File: config.mk
export PLATFORM = sky130hd
export DESIGN_NAME = jtap_dev_flat
export DESIGN_NICKNAME = d
export VERILOG_FILES = /design/src/hw/jtap_pkg.sv /design/src/hw/jtap_if.sv /design/src/hw/jtap_dev.sv /design/src/flat_wrapper.sv
export SDC_FILE = /design/constraint.sdc
export NUM_CORES = 1
export LEC_CHECK = 0
export BUFFER_PORTS_ARGS = -buffer_cell sky130_fd_sc_hd__buf_2
export CAP_MARGIN = 10
export CORE_MARGIN = 5
export CORE_UTILIZATION = 31
export CTS_CLUSTER_DIAMETER = 80
export DETAILED_ROUTE_END_ITERATION = 10
export PLACE_DENSITY = 0.58
export SETUP_SLACK_MARGIN = 0.05
export SLEW_MARGIN = 10
export SYNTH_ARGS = -nofsm -noshare
export SYNTH_HDL_FRONTEND = slang
export SYNTH_SLANG_ARGS = --single-unit
File: constraint.sdc
create_clock -name i_mclk -period 1.97 [get_ports i_mclk]
set_input_delay 0.0985 -clock i_mclk [delete_from_list [all_inputs] [get_ports i_mclk]]
set_output_delay 0.0985 -clock i_mclk [all_outputs]
set_load 0.05 [all_outputs]
File: src/hw/jtap_pkg.sv
/*
 Shared constants, types and decode functions of the test access port.
 Assumes both ends and the bench run from one 125 MHz clock.
*/
package jtap_pkg;

   // ------------------------------------------------------------
   // Timing
   // ------------------------------------------------------------
   localparam int JTAP_CLK_NS = 8;
   localparam int JTAP_TCK_NS = 128;
   localparam int JTAP_TCK_HALF = JTAP_TCK_NS / (2 * JTAP_CLK_NS);

   // ------------------------------------------------------------
   // Instruction register
   // ------------------------------------------------------------
   localparam int JTAP_IR_W = 4;
   localparam logic [3:0] JTAP_IR_CAPTURE = 4'h1;
   localparam logic [3:0] JTAP_IR_EXTEST = 4'h0;
   localparam logic [3:0] JTAP_IR_IDCODE = 4'h1;
   localparam logic [3:0] JTAP_IR_SAMPLE = 4'h2;
   localparam logic [3:0] JTAP_IR_PROG = 4'h4;
   localparam logic [3:0] JTAP_IR_DBG_INT = 4'h8;
   localparam logic [3:0] JTAP_IR_DBG_BRK = 4'h9;
   localparam logic [3:0] JTAP_IR_BYPASS = 4'hF;

   // ------------------------------------------------------------
   // Data register lengths and host FIFO width and depth
   // ------------------------------------------------------------
   localparam int JTAP_DR_MAX = 32;
   localparam int JTAP_ID_LEN = 32;
   localparam int JTAP_BS_LEN = 8;
   localparam int JTAP_PRG_LEN = 16;
   localparam int JTAP_DBG_LEN = 16;
   localparam int JTAP_FIFO_W = 3;
   localparam int JTAP_FIFO_D = 4;

   typedef enum logic [3:0] {
      ST_TLR = 4'h0, ST_RTI = 4'h1, ST_SEL_DR = 4'h3, ST_CAP_DR = 4'h2,
      ST_SH_DR = 4'h6, ST_EX1_DR = 4'h7, ST_UPD_DR = 4'h5, ST_PAU_DR = 4'h4,
      ST_EX2_DR = 4'hC, ST_SEL_IR = 4'hD, ST_CAP_IR = 4'hF, ST_SH_IR = 4'hE,
      ST_EX1_IR = 4'hA, ST_UPD_IR = 4'hB, ST_PAU_IR = 4'h9, ST_EX2_IR = 4'h8
   } jtap_state_t;

   typedef enum logic [2:0] {
      DR_BYP, DR_ID, DR_BS, DR_PRG, DR_INT, DR_BRK
   } jtap_dr_t;

   // Data register chosen by an instruction
   function automatic jtap_dr_t jtap_dr_sel(input logic [3:0] ir);
      jtap_dr_t s;
      s = DR_BYP;
      case (ir)
         JTAP_IR_EXTEST, JTAP_IR_SAMPLE: s = DR_BS;
         JTAP_IR_IDCODE: s = DR_ID;
         JTAP_IR_PROG: s = DR_PRG;
         JTAP_IR_DBG_INT: s = DR_INT;
         JTAP_IR_DBG_BRK: s = DR_BRK;
         default: s = DR_BYP;
      endcase
      return s;
   endfunction

   // Length of the chosen data register
   function automatic logic [5:0] jtap_dr_len(input jtap_dr_t s);
      logic [5:0] n;
      n = 6'h01;
      case (s)
         DR_ID: n = 6'(JTAP_ID_LEN);
         DR_BS: n = 6'(JTAP_BS_LEN);
         DR_PRG: n = 6'(JTAP_PRG_LEN);
         DR_INT, DR_BRK: n = 6'(JTAP_DBG_LEN);
         default: n = 6'h01;
      endcase
      return n;
   endfunction

endpackage

File: src/hw/jtap_if.sv
/*
 Four-wire test port plus the open-drain system reset line.
 Assumes a pull-up on the data-out line and on the reset line.
*/
`timescale 1ns/1ps
interface jtap_if;
   logic tck;
   logic tms;
   logic tdi;
   logic tdo;
   logic tdo_oe;
   logic sys_rst_o;
   logic sys_rst_oe;
   logic tdo_line;
   logic sys_rst_b_line;

   // Pull-ups resolve undriven lines
   assign tdo_line = tdo_oe ? tdo : 1'b1;
   assign sys_rst_b_line = sys_rst_oe ? sys_rst_o : 1'b1;

   modport dev (input tck, input tms, input tdi, output tdo, output tdo_oe);
   modport host (output tck, output tms, output tdi, output sys_rst_o,
      output sys_rst_oe, input tdo_line, input sys_rst_b_line);
endinterface

File: src/hw/jtap_dev.sv
/*
 Device end of the test access port: state machine, instruction
 register and data registers, sampled from the port on the system clock.
 Assumes TCK high and low phases of at least four clock cycles each,
 and TMS/TDI changed by the far end on the falling TCK edge.
*/
`timescale 1ns/1ps
// Notes on behaviour
// - Sixteen states stepped by TMS on rise
// - Power-on reset starts in Test-Logic-Reset
// - All shift registers move LSB first
// - Far end enters instruction shift 1,1,0,0
// - Four-bit instruction, top bit on exit
// - Instruction shift sends out fixed 0x01
// - Instruction takes effect only in Update-IR
// - Far end enters data shift 1,0,0
// - Data MSB shifts on the exit edge
// - Data shift sends captured parallel inputs
// - Latched data outputs change in Update-DR
// - Five TMS-high edges reach Test-Logic-Reset
// - Instruction picks the shift path between pins
// - ID, bypass, boundary, programming, debug chains
// - Exit and pause states do nothing
// - Update-IR may go straight to data select
// - Unprogrammed fuse: plain pins, controller reset
// - Enabled port: pulled-up inputs, TDO floats idle (only the TDO and reset lines have pull-ups here)
// - No test reset pin exists
// - Debugger watches and may pull system reset
module jtap_dev
   import jtap_pkg::*;
#(
   parameter logic [31:0] ID_VALUE = 32'h0000_0001
) (
   input wire logic i_mclk,
   input wire logic i_rst_b,
   jtap_if.dev tap,
   input wire logic i_port_enable_fuse,
   input wire logic i_port_disable_bit,
   input wire logic [JTAP_BS_LEN-1:0] i_bs_in,
   input wire logic [JTAP_PRG_LEN-1:0] i_prg_in,
   input wire logic [JTAP_DBG_LEN-1:0] i_int_in,
   input wire logic [JTAP_DBG_LEN-1:0] i_brk_in,
   output logic [JTAP_BS_LEN-1:0] o_bs_out,
   output logic [JTAP_PRG_LEN-1:0] o_prg_out,
   output logic [JTAP_DBG_LEN-1:0] o_int_out,
   output logic [JTAP_DBG_LEN-1:0] o_brk_out,
   output logic [3:0] o_ir,
   output jtap_state_t o_state,
   output logic o_extest,
   output logic o_prg_run,
   output logic o_pins_gpio
);

   // ------------------------------------------------------------
   // State
   // ------------------------------------------------------------
   typedef struct packed {
      logic [2:0] tck_s;
      logic [1:0] tms_s;
      logic [1:0] tdi_s;
      jtap_state_t st;
      logic [3:0] ir_sh;
      logic [3:0] ir;
      logic [JTAP_DR_MAX-1:0] dr_sh;
      logic [JTAP_BS_LEN-1:0] bs_out;
      logic [JTAP_PRG_LEN-1:0] prg_out;
      logic [JTAP_DBG_LEN-1:0] int_out;
      logic [JTAP_DBG_LEN-1:0] brk_out;
      logic tdo;
      logic tdo_oe;
      logic extest;
      logic prg_run;
      logic gpio;
   } jtap_dev_st_t;

   localparam jtap_dev_st_t DEV_RST = '{
      st: ST_TLR, ir: JTAP_IR_IDCODE, gpio: 1'b1, default: '0};

   jtap_dev_st_t q;
   jtap_dev_st_t d;
   logic rise;
   logic fall;
   logic tms;
   logic tdi;
   logic en;
   jtap_dr_t sel;
   logic [5:0] len;

   // ------------------------------------------------------------
   // Next state of the controller
   // ------------------------------------------------------------
   function automatic jtap_state_t jtap_next(input jtap_state_t s, input logic m);
      jtap_state_t n;
      n = s;
      unique case (s)
         ST_TLR: n = m ? ST_TLR : ST_RTI;
         ST_RTI: n = m ? ST_SEL_DR : ST_RTI;
         ST_SEL_DR: n = m ? ST_SEL_IR : ST_CAP_DR;
         ST_CAP_DR: n = m ? ST_EX1_DR : ST_SH_DR;
         ST_SH_DR: n = m ? ST_EX1_DR : ST_SH_DR;
         ST_EX1_DR: n = m ? ST_UPD_DR : ST_PAU_DR;
         ST_PAU_DR: n = m ? ST_EX2_DR : ST_PAU_DR;
         ST_EX2_DR: n = m ? ST_UPD_DR : ST_SH_DR;
         ST_UPD_DR: n = m ? ST_SEL_DR : ST_RTI;
         ST_SEL_IR: n = m ? ST_TLR : ST_CAP_IR;
         ST_CAP_IR: n = m ? ST_EX1_IR : ST_SH_IR;
         ST_SH_IR: n = m ? ST_EX1_IR : ST_SH_IR;
         ST_EX1_IR: n = m ? ST_UPD_IR : ST_PAU_IR;
         ST_PAU_IR: n = m ? ST_EX2_IR : ST_PAU_IR;
         ST_EX2_IR: n = m ? ST_UPD_IR : ST_SH_IR;
         ST_UPD_IR: n = m ? ST_SEL_DR : ST_RTI;
      endcase
      return n;
   endfunction

   // ------------------------------------------------------------
   // Combinational update
   // ------------------------------------------------------------
   always_comb begin
      d = q;
      rise = q.tck_s[1] && !q.tck_s[2];
      fall = !q.tck_s[1] && q.tck_s[2];
      tms = q.tms_s[1];
      tdi = q.tdi_s[1];
      en = i_port_enable_fuse && !i_port_disable_bit;
      sel = jtap_dr_sel(q.ir);
      len = jtap_dr_len(sel);

      if (rise) begin
         // five high edges end in reset
         d.st = jtap_next(q.st, tms);
         case (q.st)
            ST_TLR: d.ir = JTAP_IR_IDCODE;
            ST_CAP_IR: d.ir_sh = JTAP_IR_CAPTURE;
            ST_SH_IR: d.ir_sh = {tdi, q.ir_sh[3:1]};
            ST_UPD_IR: d.ir = q.ir_sh;
            ST_CAP_DR: begin
               d.dr_sh = '0;
               case (sel)
                  DR_ID: d.dr_sh = ID_VALUE;
                  DR_BS: d.dr_sh[JTAP_BS_LEN-1:0] = i_bs_in;
                  DR_PRG: d.dr_sh[JTAP_PRG_LEN-1:0] = i_prg_in;
                  DR_INT: d.dr_sh[JTAP_DBG_LEN-1:0] = i_int_in;
                  DR_BRK: d.dr_sh[JTAP_DBG_LEN-1:0] = i_brk_in;
                  default: d.dr_sh = '0;
               endcase
            end
            ST_SH_DR: begin
               // Bits above the chosen length stay zero from capture
               d.dr_sh = {1'b0, q.dr_sh[JTAP_DR_MAX-1:1]};
               d.dr_sh[5'(len - 6'h01)] = tdi;
            end
            ST_UPD_DR: begin
               case (sel)
                  DR_BS: d.bs_out = q.dr_sh[JTAP_BS_LEN-1:0];
                  DR_PRG: d.prg_out = q.dr_sh[JTAP_PRG_LEN-1:0];
                  DR_INT: d.int_out = q.dr_sh[JTAP_DBG_LEN-1:0];
                  DR_BRK: d.brk_out = q.dr_sh[JTAP_DBG_LEN-1:0];
                  default: d.bs_out = q.bs_out;
               endcase
            end
            default: d.st = jtap_next(q.st, tms);
         endcase
         if (d.st == ST_TLR) begin
            d.ir = JTAP_IR_IDCODE;
         end
      end

      if (fall) begin
         d.tdo_oe = (q.st == ST_SH_IR) || (q.st == ST_SH_DR);
         d.tdo = (q.st == ST_SH_IR) ? q.ir_sh[0] : q.dr_sh[0];
      end

      d.extest = (d.ir == JTAP_IR_EXTEST);
      d.prg_run = (d.st == ST_RTI) && (d.ir == JTAP_IR_PROG);
      d.gpio = 1'b0;

      if (!en) begin
         d = DEV_RST;
      end
      d.tck_s = {q.tck_s[1:0], tap.tck};
      d.tms_s = {q.tms_s[0], tap.tms};
      d.tdi_s = {q.tdi_s[0], tap.tdi};
   end

   // ------------------------------------------------------------
   // Registers
   // ------------------------------------------------------------
   // power-on state
   always_ff @(posedge i_mclk or negedge i_rst_b) begin
      if (!i_rst_b) begin
         q <= DEV_RST;
      end else begin
         q <= d;
      end
   end

   assign tap.tdo = q.tdo;
   assign tap.tdo_oe = q.tdo_oe;
   assign o_bs_out = q.bs_out;
   assign o_prg_out = q.prg_out;
   assign o_int_out = q.int_out;
   assign o_brk_out = q.brk_out;
   assign o_ir = q.ir;
   assign o_state = q.st;
   assign o_extest = q.extest;
   assign o_prg_run = q.prg_run;
   assign o_pins_gpio = q.gpio;
endmodule

File: src/flat_wrapper.sv
// flat-port wrapper written by rule: the top's interface ports become plain ports
module jtap_dev_flat import jtap_pkg::*;
#(
   parameter logic [31:0] ID_VALUE = 32'h0000_0001
)
  (i_mclk, i_rst_b, i_port_enable_fuse, i_port_disable_bit, i_bs_in, i_prg_in, i_int_in, i_brk_in, o_bs_out, o_prg_out, o_int_out, o_brk_out, o_ir, o_state, o_extest, o_prg_run, o_pins_gpio, tap_tck, tap_tms, tap_tdi, tap_tdo, tap_tdo_oe);
  jtap_if tap_i ();
  input wire logic i_mclk;
  input wire logic i_rst_b;
  input wire logic i_port_enable_fuse;
  input wire logic i_port_disable_bit;
  input wire logic [JTAP_BS_LEN-1:0] i_bs_in;
  input wire logic [JTAP_PRG_LEN-1:0] i_prg_in;
  input wire logic [JTAP_DBG_LEN-1:0] i_int_in;
  input wire logic [JTAP_DBG_LEN-1:0] i_brk_in;
  output logic [JTAP_BS_LEN-1:0] o_bs_out;
  output logic [JTAP_PRG_LEN-1:0] o_prg_out;
  output logic [JTAP_DBG_LEN-1:0] o_int_out;
  output logic [JTAP_DBG_LEN-1:0] o_brk_out;
  output logic [3:0] o_ir;
  output jtap_state_t o_state;
  output logic o_extest;
  output logic o_prg_run;
  output logic o_pins_gpio;
  input wire logic [$bits(tap_i.tck)-1:0] tap_tck;
  input wire logic [$bits(tap_i.tms)-1:0] tap_tms;
  input wire logic [$bits(tap_i.tdi)-1:0] tap_tdi;
  output wire logic [$bits(tap_i.tdo)-1:0] tap_tdo;
  output wire logic [$bits(tap_i.tdo_oe)-1:0] tap_tdo_oe;
  assign tap_i.tck = tap_tck;
  assign tap_i.tms = tap_tms;
  assign tap_i.tdi = tap_tdi;
  assign tap_tdo = tap_i.tdo;
  assign tap_tdo_oe = tap_i.tdo_oe;
  jtap_dev #(.ID_VALUE(ID_VALUE)) u_core (.i_mclk(i_mclk), .i_rst_b(i_rst_b), .tap(tap_i), .i_port_enable_fuse(i_port_enable_fuse), .i_port_disable_bit(i_port_disable_bit), .i_bs_in(i_bs_in), .i_prg_in(i_prg_in), .i_int_in(i_int_in), .i_brk_in(i_brk_in), .o_bs_out(o_bs_out), .o_prg_out(o_prg_out), .o_int_out(o_int_out), .o_brk_out(o_brk_out), .o_ir(o_ir), .o_state(o_state), .o_extest(o_extest), .o_prg_run(o_prg_run), .o_pins_gpio(o_pins_gpio));
endmodule
## Word level (Yosys, flattened, before mapping)

Index checks and enable logic that the tools add are counted.

| word-level totals | value |
|---|---|
| register bits after elaboration | 112 |

| operators by class | value |
|---|---|
| $add $sub $neg | 1 |
| $lt $le $gt $ge | 2 |
| eq/ne operators | 36 |
| muxes and demuxes | 36 |
| reductions and logical operators | 25 |

Operator list:

| kind | number |
|---|---|
| 105-bit two-way mux | 1 |
| 100-bit two-way mux | 1 |
| 32-bit case mux with 2 select lines | 1 |
| 56-bit two-way mux | 1 |
| 16-bit two-way mux | 3 |
| 4-bit == test (second input constant) | 10 |
| 8-bit case mux with 5 select lines | 1 |
| 4-bit case mux with 9 select lines | 1 |
| 32-bit bitwise mux | 1 |
| 4-bit by 3-bit == test with 1-bit output (second input constant) | 6 |
| 4-bit two-way mux | 6 |
| 8-bit case mux with 3 select lines | 1 |
| 4-bit logical NOT | 4 |
| 4-bit case mux with 2 select lines | 2 |
| 3-bit case mux with 5 select lines | 1 |
| 5-bit case mux with 3 select lines | 1 |
| 4-bit by 1-bit == test with 1-bit output (second input constant) | 3 |
| 4-bit by 2-bit == test with 1-bit output (second input constant) | 3 |
| 4-bit case mux with 3 select lines | 1 |
| 3-bit AND reduction | 4 |
| 2-bit != test (second input constant) | 5 |
| 2-bit two-way mux | 4 |
| 8-bit two-way mux | 1 |
| 2-bit OR reduction | 4 |
| other kinds (17) | 34 |

## Longest topological paths before layout

Gate-level depths: netlist of run 1.

| depth | value |
|---|---|
| depth in word-level cells | 17 |
| depth in mapped cells | 9 |
| mapped depth without buffers | 7 |

## Worst setup path before layout of run 1

Ideal clock, no wire load.

| timing path | value |
|---|---|
| path kind | register -> register |
| start | register u_core.q, in the netlist u_core.o_ir[0] |
| end | register u_core.q[85] in the netlist's numbering |
| setup time | 129 ps |
| data arrival time | 1781 ps |
| data required time | 1841 ps |
| setup slack | 60 ps |
| cell stages (with the launch flop) | 10 |
| path through | dfstp_2 buf_6 or2_4 nor2_1 buf_2 nor3_1 ha_1 nand2_1 mux2i_1 o21ai_0 |

| between the ends | value |
|---|---|
| longest elaborated chain between the ends | 15 |
| elaborated cells between the ends (all ways) | 25 |
| those cells by class | add/sub: 1; order compare: 2; eq/ne: 10; mux: 8; reduce/logical: 4 |

Ends and longest elaborated chain:

| what | RTL line | RTL |
|---|---|---|
| start, declared | jtap_dev.sv:79 | `jtap_dev_st_t q;` |
| start signal, assigned | jtap_dev.sv:192 | `q <= DEV_RST;` |
| start signal, assigned | jtap_dev.sv:194 | `q <= d;` |
| 4-bit by 2-bit == test with 1-bit output / 4-bit logical NOT (equally long branches) | jtap_pkg.sv:53 | `case (ir)` |
| 2-bit OR reduction | jtap_pkg.sv:53 |  |
| 3-bit case mux with 5 select lines (*) | jtap_pkg.sv:53 |  |
| 3-bit by 2-bit == test with 1-bit output / 3-bit == test (equally long branches) | jtap_pkg.sv:68 | `case (s)` |
| 3-bit OR reduction (no source line) | -- |  |
| 5-bit case mux with 3 select lines (*) | jtap_pkg.sv:68 |  |
| 5-bit by 1-bit subtractor with 5-bit output (*) | jtap_dev.sv:151 | `d.dr_sh[5'(len - 6'h01)] = tdi;` |
| 5-bit by 6-bit less-than comparator with 1-bit output (implied by the code) / 5-bit by 1-bit >= comparator with 1-bit output (equally long branches) | jtap_dev.sv:151 |  |
| 1-bit logical AND (implied by the code) | jtap_dev.sv:151 |  |
| 1-bit two-way mux (implied by the code) | jtap_dev.sv:151 |  |
| 1-bit demux with 5-bit select (*) | -- |  |
| 32-bit bitwise mux (*) | jtap_dev.sv:151 |  |
| 32-bit case mux with 2 select lines (*) | jtap_dev.sv:132 | `case (q.st)` |
| 100-bit two-way mux (*) | jtap_dev.sv:129 | `if (rise) begin` |
| 105-bit two-way mux (*) | jtap_dev.sv:178 | `if (!en) begin` |

Every way passes the cells marked *; elsewhere a longest branch is shown, timed or not. The select of a mux whose other input is x is not followed.
A chain may end at the register's enable or synchronous reset.

## Worst setup path in the final report of run 1

| timing path | value |
|---|---|
| start | register u_core.q, in the netlist u_core.o_ir[2] |
| end | register u_core.q[64] in the netlist's numbering |

| between the ends | value |
|---|---|
| longest elaborated chain between the ends | 15 |
| elaborated cells between the ends (all ways) | 26 |
| those cells by class | add/sub: 1; order compare: 2; eq/ne: 10; mux: 9; reduce/logical: 4 |

Ends and longest elaborated chain:

| what | RTL line |
|---|---|
| 4-bit by 2-bit == test with 1-bit output / 4-bit logical NOT (equally long branches) | jtap_pkg.sv:53 |
| 2-bit OR reduction | jtap_pkg.sv:53 |
| 3-bit case mux with 5 select lines (*) | jtap_pkg.sv:53 |
| 3-bit by 2-bit == test with 1-bit output / 3-bit == test (equally long branches) | jtap_pkg.sv:68, jtap_dev.sv:139 |
| 3-bit OR reduction (no source line) | -- |
| 5-bit case mux with 3 select lines | jtap_pkg.sv:68 |
| 5-bit by 1-bit subtractor with 5-bit output | jtap_dev.sv:151 |
| 5-bit by 6-bit less-than comparator with 1-bit output (implied by the code) / 5-bit by 1-bit >= comparator with 1-bit output (equally long branches) | jtap_dev.sv:151 |
| 1-bit logical AND (implied by the code) | jtap_dev.sv:151 |
| 1-bit two-way mux (implied by the code) | jtap_dev.sv:151 |
| 1-bit demux with 5-bit select | -- |
| 32-bit bitwise mux | jtap_dev.sv:151 |
| 32-bit case mux with 2 select lines (*) | jtap_dev.sv:132 |
| 100-bit two-way mux (*) | jtap_dev.sv:129 |
| 105-bit two-way mux (*) | jtap_dev.sv:178 |

Marked as above.

==> impl_metrics.prom, run 1 <==
# TYPE chip_impl_metric gauge
chip_impl_metric{name="grt_antenna_before_repair",unit=""} 0
chip_impl_metric{name="fin_setup_tns",unit="ns"} 0
chip_impl_metric{name="worst-path-max-fanout",unit=""} 11
chip_impl_metric{name="antenna-diode-count",unit=""} 0
chip_impl_metric{name="finish.net_count",unit=""} 776
chip_impl_metric{name="count_of_cell_types_in_the_netlist",unit=""} 56
chip_impl_metric{name="synth_edf_count",unit=""} 0
chip_impl_metric{name="firstDrtPassIters",unit=""} 4
chip_impl_metric{name="wl_met1",unit="mm"} 8.02
chip_impl_info{name="outcome",value="finished clean"} 1
chip_impl_metric{name="arrival",unit="ns"} 2.10
chip_impl_metric{name="drc",unit=""} 0
chip_impl_metric{name="slew-limit-headroom",unit="%"} 59.6
chip_impl_info{name="tightest_hold_check_type",value="in2reg"} 1
chip_impl_metric{name="floorplan.die_area",unit="mm2"} 0.0220
chip_impl_metric{name="grt_max_degree",unit=""} 78
chip_impl_metric{name="vdd_drop_max",unit="mV"} 0.420
chip_impl_metric{name="grt_pass1_vias",unit=""} 4763
chip_impl_metric{name="post_synth_inst_count",unit=""} 638
chip_impl_metric{name="overflow",unit=""} 0
chip_impl_info{name="post_synthesis_cell_type_with_the_largest_combined_area",value="dfrtp_1"} 1
chip_impl_metric{name="drt_wl_total",unit="mm"} 17.7
chip_impl_metric{name="area_growth_syn_to_layout",unit="%"} 15.7
chip_impl_metric{name="seq_area_frac_synth",unit="%"} 47.3
chip_impl_info{name="critical_path.endpoint_type",value="flop"} 1
chip_impl_info{name="ys_dominant_reg_cell",value="dfrtp_1"} 1
chip_impl_metric{name="start_util",unit="%"} 31.6
chip_impl_metric{name="postSynthNetCount",unit=""} 702
chip_impl_metric{name="route.detailed.wl_per_inst",unit="um"} 18.7
chip_impl_metric{name="ys_async_sr_fraction",unit="%"} 100
chip_impl_metric{name="clock_sink_count",unit=""} 112
chip_impl_metric{name="total_leakage_power",unit="nW"} 3.17
chip_impl_metric{name="grt_first_pass_wirelength",unit="mm"} 27.6
chip_impl_metric{name="finalPower",unit="mW"} 4.44
chip_impl_metric{name="final_layout_size_suffix_gt1_share",unit="%"} 29.6
chip_impl_metric{name="timing_worst_slew_pin_value",unit="ns"} 0.606
chip_impl_info{name="critical-path-top-delay-family",value="compound AO/OA/AOI/OAI gates"} 1
chip_impl_metric{name="finalSetupViolCount",unit=""} 0
chip_impl_metric{name="detailroute.wirelength.met3",unit="mm"} 1.00
chip_impl_metric{name="gpl.final_weighted_congestion",unit=""} 0.803
chip_impl_metric{name="cts.path.max_buffers",unit=""} 2
chip_impl_metric{name="die_w",unit="um"} 148
chip_impl_metric{name="antenna_left",unit=""} 0
chip_impl_metric{name="layout_min_cycle_time",unit="ns"} 1.88
chip_impl_metric{name="core",unit="mm2"} 0.0188
chip_impl_info{name="yosys-top-cells-area",value="dfrtp_1 46%, buf_4 9.1%, a21oi_1 7.2%, nand2_1 5.2%, nand3_1 4.6%"} 1
chip_impl_metric{name="cts-htree-levels",unit=""} 3
chip_impl_metric{name="cp.depth",unit=""} 6
chip_impl_info{name="criticalPathCategory",value="reg2reg"} 1
chip_impl_metric{name="ff2ff_path_depth",unit=""} 6
chip_impl_metric{name="placement_rows",unit=""} 50
chip_impl_metric{name="synth.yosys.warnings",unit=""} 0
chip_impl_info{name="cp-start-kind",value="flop"} 1
chip_impl_metric{name="die_y",unit="um"} 148
chip_impl_metric{name="clk_pin_slew",unit="ns"} 0.08
chip_impl_info{name="synth_common_cells",value="110 x dfrtp_1, 85 x a21oi_1, 83 x nand2_1"} 1
chip_impl_info{name="cp_cell_sequence",value="buf_4 > nor2b_1 > and2_1 > buf_6 > a222oi_1 > o22ai_1"} 1
chip_impl_metric{name="critical_path.max_stage_delay",unit="ns"} 0.59
chip_impl_metric{name="syn-cell-area",unit="mm2"} 0.00594
chip_impl_metric{name="pwrdens",unit="mW/mm2"} 647
chip_impl_metric{name="max_freq",unit="MHz"} 531
chip_impl_metric{name="finalMaxSlewViolations",unit=""} 0
chip_impl_metric{name="insertion_delay",unit="ns"} 0.37
chip_impl_metric{name="cp_data_required_time",unit="ns"} 2.19
chip_impl_metric{name="finClkSkew",unit="ns"} 0.0112
chip_impl_metric{name="io_buffer_count",unit=""} 131
chip_impl_metric{name="final_min_period_over_clock_period",unit="%"} 95.5
chip_impl_metric{name="route.vias.total",unit=""} 4894
chip_impl_metric{name="drt-vias-per-instance",unit=""} 5.15
chip_impl_metric{name="synth.ff_latch_count",unit=""} 112
chip_impl_metric{name="grt_use_total",unit="%"} 16.1
chip_impl_info{name="grt_setup_unrepaired",value="true"} 1
chip_impl_metric{name="detailroute.wirelength.met2",unit="mm"} 8.47
chip_impl_info{name="tritoncts",value="yes"} 1
chip_impl_metric{name="top_level_ports",unit=""} 132
chip_impl_metric{name="hpwl",unit="mm"} 12.3
chip_impl_metric{name="tritoncts.num_buffers",unit=""} 9
chip_impl_info{name="timing.critical_path.slowest_stage_cell",value="a222oi_1"} 1
chip_impl_metric{name="final-hold-violation-count",unit=""} 0
chip_impl_info{name="clock-root-buffer",value="clkbuf_16"} 1
chip_impl_metric{name="min_delay_path_depth",unit=""} 3
chip_impl_metric{name="worst-path-buf-inv",unit=""} 2
chip_impl_metric{name="synthDominantCellAreaShare",unit="%"} 46.4
chip_impl_info{name="highest_signal_layer_in_the_routed_design",value="met4"} 1
chip_impl_metric{name="1st_iter_drt_viols",unit=""} 416
chip_impl_info{name="synth_most_common_cell",value="dfrtp_1"} 1
chip_impl_metric{name="cap_viol_max_count",unit=""} 0
chip_impl_metric{name="avgSynthCellArea",unit="um2"} 9.30
-- power breakdown --
part / internal, mW / leakage, nW / switching (mW)
Clock: 0.954 / 0.146 / 0.925
Sequential: 2.31 / 1.54 / 0.0101
Combinational: 0.0900 / 1.48 / 0.156
-- path summary, 6_finish.rpt --
kind | slack, ns | end | startpoint
max | 0.09 | u_core.q[64] | u_core.o_ir[2]
min | 0.03 | u_core.q[62] | i_brk_in[1]
max reg2reg | 0.09 | u_core.q[64] | u_core.o_ir[2]
min reg2reg | 0.35 | u_core.q[106] | u_core.d[106]
max in group asynchronous | 1.07 | u_core.o_ir[0] | i_rst_b
min in group asynchronous | 0.24 | u_core.o_brk_out[8] | i_rst_b
-- cells by family after synthesis --
logic type / after synthesis / share of synthesized area [%]
buffers and inverters: 126 / 13.9
flip-flops: 112 / 47.3
AO/OA/AOI/OAI: 173 / 19.3
multiplexers: 4 / 0.675
AND/OR/NAND/NOR: 221 / 18.5
adder cells (fa/ha/maj): 2 / 0.400
-- cell type report --
| type | instances | area [um2] |
|---|---|---|
| clock buffers | 11 | 253 |
| clock inverters | 5 | 47.5 |
| fillers | 1956 | 11900 |
| inverters | 9 | 33.8 |
| multi-input cells | 400 | 2320 |
| flip-flops and latches | 112 | 2810 |
| well taps | 234 | 293 |
| repair buffers | 180 | 1110 |
-- layout by cell type (no fill, tap or decap), types with 4 or more instances in the layout --
master	n
buf_2	130
dfrtp_1	109
a21oi_1	85
nand2_1	82
nand3_1	55
buf_4	38
a22o_1	31
nor2_1	16
nand4_1	11
a222oi_1	10
and3_1	10
clkbuf_16	9
inv_1	8
o21ai_0	8
and2_1	7
o32ai_1	7
a22oi_1	6
nor3_1	6
nand2b_1	5
buf_12	5
mux2i_1	4
o21ai_1	4
dlygate4sd3_1	4
-- through the flow --
step | std cells | util, % | instance area [um2] | hold slack (ns) | setup slack (ns)
detailed placement | 923 | 34.3 | 6440 | 0.112 | 0.0221
global route | 951 | 36.6 | 6870 | 0.0543 | 0.0366
global placement | 923 | 34.3 | 6440 | 0.116 | 0.0344
CTS | 948 | 36.4 | 6830 | 0.0265 | 0.0764
floorplan | 638 | - | 5940 | -0.197 | 0.0604
finish | 951 | 36.6 | 6870 | 0.0265 | 0.0883
-- routing by layer --
layer  vias to the layer above  global-route usage [%]
met1                      2356                    22.6
met3                        16                    3.53
met4                         0                    3.88
li1                       2358                       -
met2                       164                    25.4
met5                         -                       0
-- worst register-to-register path, stage by stage (launching register included) --
cell and delay, ns:
dfrtp_1 0.37, buf_4 0.18, nor2b_1 0.16, and2_1 0.16, buf_6 0.14, a222oi_1 0.59, o22ai_1 0.14
-- state kept, by name, summed over array words and instances, names as in the netlist --
signal and flops:
u_core.o_prg_run 1, u_core.o_extest 1, u_core.o_brk_out 16, u_core.d 4
u_core.o_int_out 16, u_core.o_ir 4, u_core.tap.tdo_oe 1, u_core.o_pins_gpio 1
u_core.tap.tdo 1, u_core.q 39, u_core.o_bs_out 8, u_core.o_prg_out 16
u_core.o_state 4
-- repair_timing --
action / CTS / global route
setup buffers: 5 / 3
pin swaps: 2 / 3
hold buffers: 4 / 0
gates resized for setup: 3 / 7
endpoints found under the hold margin: 39 / 0
endpoints found under the setup margin: 23 / 46
(Power assumes the default switching activity.)
==> inputs of run 2 (changes only) <==
--- a/config.mk
+++ b/config.mk
@@ -8,11 +8,12 @@
 export BUFFER_PORTS_ARGS = -buffer_cell sky130_fd_sc_hd__buf_2
 export CAP_MARGIN = 10
 export CORE_MARGIN = 5
-export CORE_UTILIZATION = 31
+export CORE_UTILIZATION = 49
 export CTS_CLUSTER_DIAMETER = 80
 export DETAILED_ROUTE_END_ITERATION = 10
-export PLACE_DENSITY = 0.58
+export PLACE_DENSITY = 0.82
 export SETUP_SLACK_MARGIN = 0.05
+export SKIP_CTS_REPAIR_TIMING = 1
 export SLEW_MARGIN = 10
 export SYNTH_ARGS = -nofsm -noshare
 export SYNTH_HDL_FRONTEND = slang
==> impl_metrics.prom, run 2 (synthesized netlist as in run 1, its figures left out) <==
# TYPE chip_impl_metric gauge
chip_impl_metric{name="fin_worst_hold_slack",unit="ns"} 0.0680
chip_impl_metric{name="tritoncts.num_buffers",unit=""} 9
chip_impl_metric{name="grt_antenna_before_repair",unit=""} 0
chip_impl_metric{name="cap_viol_max_count",unit=""} 0
chip_impl_info{name="min_from",value="i_brk_in[4]"} 1
chip_impl_info{name="tightest_hold_check_type",value="in2reg"} 1
chip_impl_info{name="grt_setup_unrepaired",value="true"} 1
chip_impl_metric{name="floorplan.die_area",unit="mm2"} 0.0144
chip_impl_metric{name="cp_data_required_time",unit="ns"} 2.18
chip_impl_metric{name="timing_worst_slew_pin_value",unit="ns"} 0.553
chip_impl_metric{name="worst-path-max-fanout",unit=""} 8
chip_impl_metric{name="layout_min_cycle_time",unit="ns"} 1.88
chip_impl_metric{name="drt-vias-per-instance",unit=""} 5.97
chip_impl_metric{name="top_level_ports",unit=""} 132
chip_impl_metric{name="cts.path.max_buffers",unit=""} 2
chip_impl_metric{name="max_freq",unit="MHz"} 531
chip_impl_metric{name="grt_pass1_vias",unit=""} 5024
chip_impl_metric{name="fin_setup_tns",unit="ns"} 0
chip_impl_metric{name="die_w",unit="um"} 120
chip_impl_info{name="timing.rr.end",value="u_core.q[68]"} 1
chip_impl_metric{name="route.vias.total",unit=""} 5108
chip_impl_metric{name="start_util",unit="%"} 49.6
chip_impl_metric{name="io_buffer_count",unit=""} 131
chip_impl_metric{name="clock_sink_count",unit=""} 112
chip_impl_metric{name="dpl_cell_area",unit="mm2"} 0.00626
chip_impl_metric{name="cts-htree-levels",unit=""} 3
chip_impl_metric{name="drc",unit=""} 0
chip_impl_info{name="tritoncts",value="yes"} 1
chip_impl_metric{name="antenna-diode-count",unit=""} 0
chip_impl_metric{name="finalSetupViolCount",unit=""} 0
chip_impl_metric{name="final_min_period_over_clock_period",unit="%"} 95.7
chip_impl_metric{name="1st_iter_drt_viols",unit=""} 670
chip_impl_metric{name="insertion_delay",unit="ns"} 0.35
chip_impl_metric{name="placement_rows",unit=""} 40
chip_impl_metric{name="setup.reg_to_reg.worst_slack",unit="ns"} 0.09
chip_impl_info{name="top_register",value="u_core.q"} 1
chip_impl_metric{name="grt_first_pass_wirelength",unit="mm"} 26.0
chip_impl_info{name="clock-root-buffer",value="clkbuf_16"} 1
chip_impl_metric{name="antenna_left",unit=""} 0
chip_impl_metric{name="gpl.final_weighted_congestion",unit=""} 0.853
chip_impl_metric{name="grt_max_degree",unit=""} 57
chip_impl_info{name="cp_cell_sequence",value="and2b_1 > buf_4 > a22o_1 > a222oi_1 > o221ai_1"} 1
chip_impl_metric{name="largest_register_ffs",unit=""} 39
chip_impl_metric{name="arrival",unit="ns"} 2.09
chip_impl_metric{name="finClkSkew",unit="ns"} 0.0119
chip_impl_metric{name="cp.depth",unit=""} 5
chip_impl_metric{name="final_cell_area",unit="mm2"} 0.00667
chip_impl_info{name="timing.critical_path.slowest_stage_cell",value="a222oi_1"} 1
chip_impl_metric{name="overflow",unit=""} 0
chip_impl_metric{name="grt_use_total",unit="%"} 22.4
chip_impl_info{name="critical_path.endpoint_type",value="flop"} 1
chip_impl_metric{name="drt_wl_total",unit="mm"} 16.3
chip_impl_metric{name="pwrdens",unit="mW/mm2"} 664
chip_impl_info{name="outcome",value="finished clean"} 1
chip_impl_metric{name="worst-path-buf-inv",unit=""} 1
chip_impl_metric{name="hpwl",unit="mm"} 11.6
chip_impl_metric{name="total_leakage_power",unit="nW"} 3.11
chip_impl_metric{name="die_y",unit="um"} 120
chip_impl_info{name="whs_endpoint",value="u_core.q[65]"} 1
chip_impl_metric{name="critical_path.max_stage_delay",unit="ns"} 0.47
chip_impl_info{name="most_common_library_cell_in_the_layout_ignoring_fill_and_taps",value="buf_2"} 1
chip_impl_metric{name="firstDrtPassIters",unit=""} 6
chip_impl_metric{name="clk_pin_slew",unit="ns"} 0.08
chip_impl_info{name="layout_common_cells",value="130 x buf_2, 106 x dfrtp_1, 85 x a21oi_1"} 1
chip_impl_metric{name="final-hold-violation-count",unit=""} 0
chip_impl_metric{name="final_layout_size_suffix_gt1_share",unit="%"} 29.6
chip_impl_info{name="criticalPathCategory",value="reg2reg"} 1
chip_impl_metric{name="ff2ff_path_depth",unit=""} 5
chip_impl_metric{name="route.detailed.wl_per_inst",unit="um"} 19.0
chip_impl_metric{name="core",unit="mm2"} 0.0120
chip_impl_info{name="timing.rr.start",value="u_core.o_ir[3]"} 1
chip_impl_metric{name="min_delay_path_depth",unit=""} 3
chip_impl_info{name="critical-path-top-delay-family",value="compound AO/OA/AOI/OAI gates"} 1
chip_impl_metric{name="area_growth_syn_to_layout",unit="%"} 12.3
chip_impl_metric{name="vdd_drop_max",unit="mV"} 0.494
chip_impl_metric{name="slew-limit-headroom",unit="%"} 63.2
chip_impl_info{name="cp-start-kind",value="flop"} 1
chip_impl_metric{name="finish.net_count",unit=""} 768
chip_impl_metric{name="finalMaxSlewViolations",unit=""} 0
==> run 2: cell types whose count changed in the layout (fill, tap and decap cells not counted), moves of 2 or more <==
cell | before | now
buf_4 | 38 | 36
nand2_1 | 82 | 80
dfrtp_1 | 109 | 106
buf_6 | 3 | 1
dfrtp_2 | 1 | 4
nand2_2 | 1 | 3
nor2_2 | 2 | 0
buf_12 | 5 | 1
==> run 2: worst max path at each step <==
stage | start | endpoint | slack [ns]
final | u_core.o_ir[3] | u_core.q[68] | 0.09
after global routing | u_core.o_state[2] | u_core.o_prg_run | -0.02
after CTS | u_core.o_ir[2] | u_core.o_int_out[0] | -0.05
after detailed placement | u_core.o_state[1] | u_core.q[63] | -0.02
after global placement | u_core.o_ir[2] | u_core.o_int_out[1] | 0.1
after floorplan | u_core.o_ir[0] | u_core.q[85] | 0.06
==> run 2: where the power goes <==
group | internal, mW | total (mW) | switching (mW)
sequential | 2.31 | 2.32 | 0.0104
clock | 0.942 | 1.87 | 0.927
combinational | 0.0860 | 0.243 | 0.157
total | 3.33 | 4.43 | 1.09
==> run 2: through the flow <==
step                      total power [mW]  std cells  util, %  worst slack (ns)
after floorplan                       2.45        638        -            0.0604
after global placement                2.59        833     52.3            0.0980
after detailed placement              2.60        833     52.3           -0.0230
after CTS                             4.45        849     54.9           -0.0540
after global routing                  4.57        856     55.7           -0.0189
final                                 4.43        856     55.7            0.0850
==> run 2: per-layer routing <==
layer,vias to the layer above,track usage (%),routed length [um],part of all wire (%)
met4,0,6.51,282,1.7
li1,2344,-,-,-
met1,2458,29.5,6530,40
met3,30,5.28,1440,8.9
met5,-,0,0,0
met2,276,36.8,8040,49
==> run 2: worst reg2reg max path: cells and delay by family, from the launching register on <==
kind | cells | cell delay [ns]
AOI/OAI and AO/OA | 3 | 0.86
buffers and inverters | 1 | 0.18
DFF | 1 | 0.46
and+or+nand+nor | 1 | 0.24
==> run 2: final cells by class <==
class,count,area [um2]
Sequential cell,112,2810
Inverter,9,33.8
Tap cell,147,184
Fill cell,1040,5300
Timing Repair Buffer,172,992
Multi-Input combinational cell,400,2340
Clock buffer,10,239
Clock inverter,6,65.1
